<file path="config.mk">
export PLATFORM = sky130hd
export DESIGN_NAME = rtxp_timer
export DESIGN_NICKNAME = d
export VERILOG_FILES = /design/src/rtxp_pkg.sv /design/src/rtxp_timer.sv
export SDC_FILE = /design/constraint.sdc
export NUM_CORES = 1
export LEC_CHECK = 0
export BUFFER_PORTS_ARGS = -buffer_cell sky130_fd_sc_hd__buf_2
export CAP_MARGIN = 20
export CORE_UTILIZATION = 61
export CTS_CLUSTER_SIZE = 14
export DETAILED_ROUTE_END_ITERATION = 16
export PLACE_DENSITY = 0.85
export SLEW_MARGIN = 10
export SYNTH_ARGS = -nofsm -noshare
export SYNTH_HDL_FRONTEND = slang
export SYNTH_SLANG_ARGS = --single-unit
</file>
<file path="constraint.sdc">
create_clock -name clk_sys_in -period 4.2 [get_ports clk_sys_in]
set_input_delay 0.84 -clock clk_sys_in [delete_from_list [all_inputs] [get_ports clk_sys_in]]
set_output_delay 0.84 -clock clk_sys_in [all_outputs]
set_load 0.005 [all_outputs]
</file>
<file path="src/rtxp_pkg.sv">
package rtxp_pkg;
    // avalon word addresses (register index; byte address is four times the index)
    localparam int ADDR_W = 8;
    localparam logic [7:0] IDX_MODE = 8'h8b;
    localparam logic [7:0] IDX_PRESC = 8'h8c;
    localparam logic [7:0] IDX_MAIN = 8'h8d;
    localparam logic [7:0] IDX_SRC = 8'h8e;
    localparam logic [7:0] IDX_STAT = 8'h8f;
    localparam logic [7:0] IDX_MASK = 8'h90;

    // reset values
    localparam logic [7:0] RST_MODE = 8'h00;
    localparam logic [7:0] RST_CNT = 8'hff;
    localparam logic [1:0] RST_SRC = 2'h0;
    localparam logic [1:0] RST_STAT = 2'h0;
    localparam logic [1:0] RST_MASK = 2'h0;

    // mode select codes on {mode_select_bit_one, mode_select_bit_zero}
    localparam logic [1:0] MODE_TIMER = 2'h0;
    localparam logic [1:0] MODE_PULSE = 2'h1;

    // count source select codes
    localparam logic [1:0] SRC_F1 = 2'h0;
    localparam logic [1:0] SRC_F8 = 2'h1;
    localparam logic [1:0] SRC_RING = 2'h2;
    localparam logic [1:0] SRC_F2 = 2'h3;
    localparam int F8_DIV_W = 3;

    // status and mask bit positions
    localparam int ST_TIMER = 0;
    localparam int ST_EXT = 1;
    localparam int ST_W = 2;

    // timer_mode_control layout, msb first
    typedef struct packed {
        logic measurement_underflow_flag;
        logic measurement_edge_flag;
        logic mode_select_bit_two;
        logic inverted_output_enable;
        logic count_run_flag;
        logic edge_polarity_select;
        logic mode_select_bit_one;
        logic mode_select_bit_zero;
    } rtxp_mode_s;

    // avalon-mm request group
    typedef struct packed {
        logic read;
        logic write;
        logic [ADDR_W-1:0] address;
        logic [31:0] writedata;
    } rtxp_avs_req_s;

    typedef enum logic [1:0] {
        PEND_IDLE,
        PEND_RELOAD,
        PEND_LOAD,
        PEND_START
    } rtxp_pend_e;
endpackage

</file>
<file path="src/rtxp_timer.sv">
`timescale 1ns/100ps
// Behaviour
// - mode bits 00, bit two clear: timer mode
// - edge bit picks rising/falling external interrupt edge
// - rewriting edge bit may set interrupt flag
// - run flag 1 starts, 0 stops counting
// - count source f1, f2, f8 or ring
// - decrement, reload on underflow, keep counting
// - division ratio is (n+1)(m+1)
// - timer request on every main underflow
// - counter reads return live counts
// - stopped write loads reload and counter
// - running write: reload, load, resume over ticks
// - pulse mode toggles output on underflow
// - edge bit sets pulse starting level
// - inverted enable drives complementary pin
// - main counter write restores starting level
module rtxp_timer
(
    // clock, reset, enable
    input wire logic clk_sys_in,
    input wire logic rst_n_in,
    input wire logic ce_in,
    // avalon-mm slave
    input wire rtxp_pkg::rtxp_avs_req_s avs_req_in,
    output logic [31:0] avs_readdata_out,
    output logic avs_waitrequest_out,
    // count source and external interrupt input
    input wire logic ring_oscillator_clock_in,
    input wire logic external_interrupt_one_in,
    // pins
    output logic pulse_output_pin_out,
    output logic pulse_output_pin_oe_n_out,
    output logic complementary_output_pin_out,
    output logic complementary_output_pin_oe_n_out,
    // interrupt
    output logic irq_out
);

////////////////////////////////////////////////////////////////////////////////
// bus slave

logic wait_q;
logic [31:0] rdata_q;
logic [7:0] rdata_d;
logic req_on, wr_done, rd_done;
rtxp_pkg::rtxp_mode_s mode_q;
logic [7:0] presc_q, presc_rl_q, main_q, main_rl_q;
logic [1:0] src_q;
logic [rtxp_pkg::ST_W-1:0] stat_q, mask_q;
assign req_on = avs_req_in.read || avs_req_in.write;
// the access completes on the edge where waitrequest is seen low
assign wr_done = avs_req_in.write && !wait_q;
assign rd_done = avs_req_in.read && !wait_q;

always_comb
begin
    rdata_d = 8'h00;
    case (avs_req_in.address)
        rtxp_pkg::IDX_MODE: rdata_d = mode_q;
        rtxp_pkg::IDX_PRESC: rdata_d = presc_q;
        rtxp_pkg::IDX_MAIN: rdata_d = main_q;
        rtxp_pkg::IDX_SRC: rdata_d = {6'h00, src_q};
        rtxp_pkg::IDX_STAT: rdata_d = {6'h00, stat_q};
        rtxp_pkg::IDX_MASK: rdata_d = {6'h00, mask_q};
        default: rdata_d = 8'h00;
    endcase
end
always_ff @(posedge clk_sys_in or negedge rst_n_in)
begin
    if (!rst_n_in)
    begin
        wait_q <= 1'b1;
        rdata_q <= 32'h0000_0000;
    end
    else if (ce_in)
    begin
        if (wait_q && req_on)
        begin
            wait_q <= 1'b0;
            rdata_q <= {24'h00_0000, rdata_d};
        end
        else
            wait_q <= 1'b1;
    end
end

assign avs_readdata_out = rdata_q;
assign avs_waitrequest_out = wait_q;
logic wr_mode, wr_presc, wr_main, rd_stat;
assign wr_mode = wr_done && avs_req_in.address == rtxp_pkg::IDX_MODE;
assign wr_presc = wr_done && avs_req_in.address == rtxp_pkg::IDX_PRESC;
assign wr_main = wr_done && avs_req_in.address == rtxp_pkg::IDX_MAIN;
assign rd_stat = rd_done && avs_req_in.address == rtxp_pkg::IDX_STAT;

////////////////////////////////////////////////////////////////////////////////
// control registers

rtxp_pkg::rtxp_mode_s wmode;
logic pol_change;
assign wmode = rtxp_pkg::rtxp_mode_s'(avs_req_in.writedata[7:0]);
assign pol_change = wr_mode && (wmode.edge_polarity_select != mode_q.edge_polarity_select);

always_ff @(posedge clk_sys_in or negedge rst_n_in)
begin
    if (!rst_n_in)
    begin
        mode_q <= rtxp_pkg::RST_MODE;
        src_q <= rtxp_pkg::RST_SRC;
        mask_q <= rtxp_pkg::RST_MASK;
    end
    else if (ce_in)
    begin
        // the run flag is stored as written: 1 runs, 0 stops
        if (wr_mode)
            mode_q <= wmode;
        if (wr_done && avs_req_in.address == rtxp_pkg::IDX_SRC)
            src_q <= avs_req_in.writedata[1:0];
        if (wr_done && avs_req_in.address == rtxp_pkg::IDX_MASK)
            mask_q <= avs_req_in.writedata[rtxp_pkg::ST_W-1:0];
    end
end

logic [1:0] mode_sel;
logic pulse_mode, timer_mode;
assign mode_sel = {mode_q.mode_select_bit_one, mode_q.mode_select_bit_zero};
// bit two set with 00 is the measurement mode, not built here; it counts like timer mode
assign timer_mode = mode_sel == rtxp_pkg::MODE_TIMER && !mode_q.mode_select_bit_two;
assign pulse_mode = mode_sel == rtxp_pkg::MODE_PULSE;

////////////////////////////////////////////////////////////////////////////////
// count source

logic [rtxp_pkg::F8_DIV_W-1:0] f8_q;
logic f2_q, ring_q, src_tick;
always_ff @(posedge clk_sys_in or negedge rst_n_in)
begin
    if (!rst_n_in)
    begin
        f2_q <= 1'b0;
        f8_q <= '0;
        ring_q <= 1'b0;
    end
    else if (ce_in)
    begin
        f2_q <= !f2_q;
        f8_q <= f8_q + 1'b1;
        ring_q <= ring_oscillator_clock_in;
    end
end
always_comb
begin
    case (src_q)
        rtxp_pkg::SRC_F1: src_tick = 1'b1;
        rtxp_pkg::SRC_F8: src_tick = &f8_q;
        rtxp_pkg::SRC_RING: src_tick = ring_oscillator_clock_in && !ring_q;
        rtxp_pkg::SRC_F2: src_tick = f2_q;
        default: src_tick = 1'b0;
    endcase
end

////////////////////////////////////////////////////////////////////////////////
// prescaler and main counter

rtxp_pkg::rtxp_pend_e pend_q;
logic pend_p_q, pend_m_q;
logic [7:0] pend_pv_q, pend_mv_q;
logic run, cnt_en, presc_uf, main_uf;
assign run = mode_q.count_run_flag;
// no counting from a running write until the third source tick
assign cnt_en = ce_in && run && src_tick && !wr_presc && !wr_main
    && (pend_q == rtxp_pkg::PEND_IDLE || pend_q == rtxp_pkg::PEND_START);
assign presc_uf = cnt_en && presc_q == 8'h00;
assign main_uf = presc_uf && main_q == 8'h00;

always_ff @(posedge clk_sys_in or negedge rst_n_in)
begin
    if (!rst_n_in)
    begin
        presc_q <= rtxp_pkg::RST_CNT;
        presc_rl_q <= rtxp_pkg::RST_CNT;
        main_q <= rtxp_pkg::RST_CNT;
        main_rl_q <= rtxp_pkg::RST_CNT;
        pend_q <= rtxp_pkg::PEND_IDLE;
        pend_p_q <= 1'b0;
        pend_m_q <= 1'b0;
        pend_pv_q <= 8'h00;
        pend_mv_q <= 8'h00;
    end
    else if (ce_in)
    begin
        if ((wr_presc || wr_main) && !run)
        begin
            if (wr_presc)
            begin
                presc_rl_q <= avs_req_in.writedata[7:0];
                presc_q <= avs_req_in.writedata[7:0];
            end
            if (wr_main)
            begin
                main_rl_q <= avs_req_in.writedata[7:0];
                main_q <= avs_req_in.writedata[7:0];
            end
        end
        else if (wr_presc || wr_main)
        begin
            // a second write while pending merges and restarts the sequence
            pend_q <= rtxp_pkg::PEND_RELOAD;
            if (wr_presc)
            begin
                pend_p_q <= 1'b1;
                pend_pv_q <= avs_req_in.writedata[7:0];
            end
            if (wr_main)
            begin
                pend_m_q <= 1'b1;
                pend_mv_q <= avs_req_in.writedata[7:0];
            end
        end
        else if (!run && pend_q != rtxp_pkg::PEND_IDLE)
        begin
            // stopped mid-sequence: finish the load at once
            if (pend_p_q)
            begin
                presc_rl_q <= pend_pv_q;
                presc_q <= pend_pv_q;
            end
            if (pend_m_q)
            begin
                main_rl_q <= pend_mv_q;
                main_q <= pend_mv_q;
            end
            pend_q <= rtxp_pkg::PEND_IDLE;
            pend_p_q <= 1'b0;
            pend_m_q <= 1'b0;
        end
        else if (run && src_tick)
        begin
            case (pend_q)
                rtxp_pkg::PEND_RELOAD:
                begin
                    if (pend_p_q)
                        presc_rl_q <= pend_pv_q;
                    if (pend_m_q)
                        main_rl_q <= pend_mv_q;
                    pend_q <= rtxp_pkg::PEND_LOAD;
                end
                rtxp_pkg::PEND_LOAD:
                begin
                    if (pend_p_q)
                        presc_q <= presc_rl_q;
                    if (pend_m_q)
                        main_q <= main_rl_q;
                    pend_q <= rtxp_pkg::PEND_START;
                end
                default:
                begin
                    pend_q <= rtxp_pkg::PEND_IDLE;
                    pend_p_q <= 1'b0;
                    pend_m_q <= 1'b0;
                end
            endcase
            if (cnt_en)
            begin
                if (presc_uf)
                begin
                    presc_q <= presc_rl_q;
                    if (main_uf)
                        main_q <= main_rl_q;
                    else
                        main_q <= main_q - 8'h01;
                end
                else
                    presc_q <= presc_q - 8'h01;
            end
        end
    end
end

////////////////////////////////////////////////////////////////////////////////
// status, mask and interrupt

logic ext_q, ext_ev;
always_ff @(posedge clk_sys_in or negedge rst_n_in)
begin
    if (!rst_n_in)
        ext_q <= 1'b0;
    else if (ce_in)
        ext_q <= external_interrupt_one_in;
end

// edge select: 0 rising, 1 falling; only while the pin is an input
assign ext_ev = timer_mode && (mode_q.edge_polarity_select
    ? (ext_q && !external_interrupt_one_in)
    : (!ext_q && external_interrupt_one_in));

logic [rtxp_pkg::ST_W-1:0] stat_d, stat_set;
always_comb
begin
    stat_set = '0;
    stat_set[rtxp_pkg::ST_TIMER] = main_uf;
    // a polarity rewrite may look like an edge, so it raises the flag
    stat_set[rtxp_pkg::ST_EXT] = ext_ev || pol_change;
    stat_d = stat_q;
    // clear only what the read reported, so a late event survives
    if (rd_stat)
        stat_d = stat_q & ~rdata_q[rtxp_pkg::ST_W-1:0];
    stat_d = stat_d | stat_set;
end
always_ff @(posedge clk_sys_in or negedge rst_n_in)
begin
    if (!rst_n_in)
    begin
        stat_q <= rtxp_pkg::RST_STAT;
        irq_out <= 1'b0;
    end
    else if (ce_in)
    begin
        stat_q <= stat_d;
        irq_out <= |(stat_d & mask_q);
    end
end

////////////////////////////////////////////////////////////////////////////////
// pulse output pins

logic pulse_d;
always_comb
begin
    pulse_d = pulse_output_pin_out;
    // outside pulse mode the output waits at its starting level
    if (!pulse_mode || wr_main)
        pulse_d = mode_q.edge_polarity_select;
    else if (main_uf)
        pulse_d = !pulse_output_pin_out;
end
always_ff @(posedge clk_sys_in or negedge rst_n_in)
begin
    if (!rst_n_in)
    begin
        pulse_output_pin_out <= 1'b0;
        pulse_output_pin_oe_n_out <= 1'b1;
        complementary_output_pin_out <= 1'b1;
        complementary_output_pin_oe_n_out <= 1'b1;
    end
    else if (ce_in)
    begin
        pulse_output_pin_out <= pulse_d;
        pulse_output_pin_oe_n_out <= !pulse_mode;
        complementary_output_pin_out <= !pulse_d;
        complementary_output_pin_oe_n_out <= !(pulse_mode && mode_q.inverted_output_enable);
    end
end
endmodule // rtxp_timer

</file>
==> flow_summary.toml <==
[yosys]
yosysWarningCount = 0
synth_area_leaders = "dfrtp_1, dfstp_2, mux2_2, nand2_1, nor2_1"
synth_seq_cells = 86
synthTopCellsByCount = "nand2_1, nor2_1, dfrtp_1"
syn-cell-area_um2 = 5160
synth_ff_type = "dfrtp_1"
yosysTopAreaCell = "dfrtp_1"
ys_async_sr_fraction_pct = 100
synthCells = 546
syn_area_per_cell_um2 = 9.44
ys_types = 66
yosysMostFrequentCell = "nand2_1"
synth_top_area_share_pct = 24.3
synth_edf_count = 0
yosysSeqAreaShare_pct = 42.6

[sta]
fmax_ghz = 0.320
setup_tns_ns = 0
fin_crit_sh_pct = 74.4
slew_viol_final = 0
fin_skew_ns = 0.0127
setup_viol = 0
rsz0062_at_grt = "false"
worst_slew_pin_slew_ns = 0.936
max-slew-margin-rel_pct = 37.1
hold_violations = 0
layout_min_cycle_time_ns = 3.12

[detailed_routing]
drt_iter0_drc = 427
ant_nets = 0
routed.top_layer = "met4"
wl_per_cell_um = 19.4
drc = 0
met2_length_um = 6180
routed_wl_um = 13200
wl_met3_um = 1400
drt-vias-per-instance = 6.60
first_pass_iters = 5
vias = 4498
met1_length_um = 5270

[worst_setup_path]
crit_type = "reg2reg"
cp_num_buf_inv = 1
crit_path_max_incr_delay_ns = 0.75
worst_path_max_delay_cell = "dfrtp_1"
critPathMaxFanout = 16
cp.arrival_ns = 3.38
required_ns = 4.46
critPathCaptureType = "flip-flop"
start_kind = "flip-flop"
crit_chain = "inv_1 -> a311o_1 -> nor3_1 -> o221ai_2 -> o41ai_1"
crit_family = "compound AO/OA/AOI/OAI gates"

[clock_network]
clk_pin_slew_worst_paths_ns = 0.08
post_cts_resize_count = 0
numClockSinks = 86
cts_tree = "done"
ctsRootBufferMaster = "clkbuf_8"
cts_buffers = 9
cts_buffer_depth = 2
clock_tree.htree_level_count = 3
cts_hold_buf = 0
cts_setup_buffers = 0
insertion_delay_ns = 0.37

[pwr]
p_leak_nw = 2.39
p_clk_share_pct = 31.8
ir_worst_vdd_uv = 228
p_per_area_nw_per_um2 = 359
power_frac_seq_pct = 50.2
power.internal_mw = 1.40
swShare_pct = 29.4
combPwrFrac_pct = 18.0
p_switching_uw = 583
finalPower_mw = 1.99

[cells_and_area]
nNetsFinal = 626
area_growth_pct = 7.21
fillCellCount = 655
drive_above_1_share_pct = 25.0
final_cells = 682
multi_input_area_um2 = 2710
fin_util_pct = 67.3
antenna_cells = 0
final_cell_area_um2 = 5530
seq_area_um2 = 2200

[placement]
dp_hpwl_um = 9090
finalWeightedCongestion = 0.922
post_dp_cell_area_um2 = 5310
port_buffers = 36
dp.cells = 665

[hold_path]
hold_class = "reg2reg"

[grt]
grt_antenna_before_repair = 0
grt_pass1_vias = 4312
grt_max_degree = 62
grt_overflow = 0
grt_use_total_pct = 32.9
grt_first_pass_wirelength_um = 21900

[floorplan]
pin_count = 85
core_area_um2 = 8220
chipHeight_um = 93.9
die-width_um = 93.9
die-area_um2 = 8820
initial_core_util_pct = 62.8
fp-row-count = 33

[flow_run]
maxCapViolCount = 0

[outcome]
status = "completed"
## path summary, 6_finish.rpt
check	endpoint	cells after the start	slack (ns)	start
hold / removal	f2_q$_DFFE_PN0P_	1	0.47	f2_q$_DFFE_PN0P_
hold reg to reg	f2_q$_DFFE_PN0P_	1	0.47	f2_q$_DFFE_PN0P_
max in group asynchronous	main_rl_q[1]$_DFFE_PN1P_	2	2.76	rst_n_in
min in group asynchronous	avs_readdata_out[2]$_DFFE_PN0P_	1	0.54	rst_n_in
setup reg to reg	presc_q[7]$_DFFE_PN1P_	5	1.08	run$_DFFE_PN0P_
setup / recovery	presc_q[7]$_DFFE_PN1P_	5	1.08	run$_DFFE_PN0P_
## power groups by stage
stage / Combinational (mW) / Sequential (mW) / Clock (mW)
floorplan: 0.277 / 0.973 / 0
global placement: 0.328 / 1.00 / 0
detailed placement: 0.347 / 1.01 / 0
CTS: 0.353 / 0.993 / 0.643
global route: 0.400 / 1.00 / 0.674
finish: 0.358 / 0.996 / 0.631
## registers in the layout (all words and copies together) (netlist names), 3 cells and up
signal            cells
f8_q                  3
main_rl_q             8
avs_readdata_out      8
presc_q               8
presc_rl_q            8
pend_mv_q             8
main_q                8
mode_q                7
pend_pv_q             8
## per-stage QoR
step                      hold WS, ns  setup slack [ns]
final                           0.474              1.08
after global routing            0.486             0.982
after CTS                       0.478              1.10
after detailed placement        0.465             0.733
after global placement          0.454             0.826
after floorplan                 0.410              1.44
## layout make-up
| class | instances | area share [%] |
|---|---|---|
| repair buffers | 44 | 4.39 |
| well taps | 105 | 2.38 |
| inverters | 11 | 0.747 |
| multi-input cells | 420 | 49.0 |
| clock buffers | 13 | 2.51 |
| flip-flops and latches | 86 | 39.7 |
| clock inverters | 3 | 1.24 |
## per-layer routing
| metal | vias to the layer above | global-route usage [%] |
|---|---|---|
| met5 | - | 0 |
| met4 | 0 | 14.6 |
| met3 | 37 | 7.77 |
| met2 | 314 | 52.7 |
| met1 | 2143 | 42.3 |
| li1 | 2004 | - |
## kinds of logic (layout without fill, tap and decap cells)
logic type	after synthesis	count (layout)	share of synthesized area, %
simple gates	190	190	18.4
compound gates	139	139	18.2
flops	86	86	42.6
buf+inv	63	71	6.65
mux	50	50	10.6
xor+xnor	10	10	1.70
fa+ha+maj	7	7	1.70
other cells	1	24	0.0727
## placed cells by master (no fill, tap or decap), types with 10 or more instances in the layout
| cell | count |
|---|---|
| a21oi_1 | 29 |
| nand2_1 | 59 |
| mux2_2 | 36 |
| a31oi_1 | 21 |
| conb_1 | 24 |
| o21ai_0 | 29 |
| mux2i_1 | 14 |
| dfrtp_1 | 50 |
| nor2_1 | 54 |
| inv_1 | 11 |
| nand3_1 | 10 |
| dfstp_2 | 36 |
| buf_2 | 35 |
(Power assumes the default switching activity.)
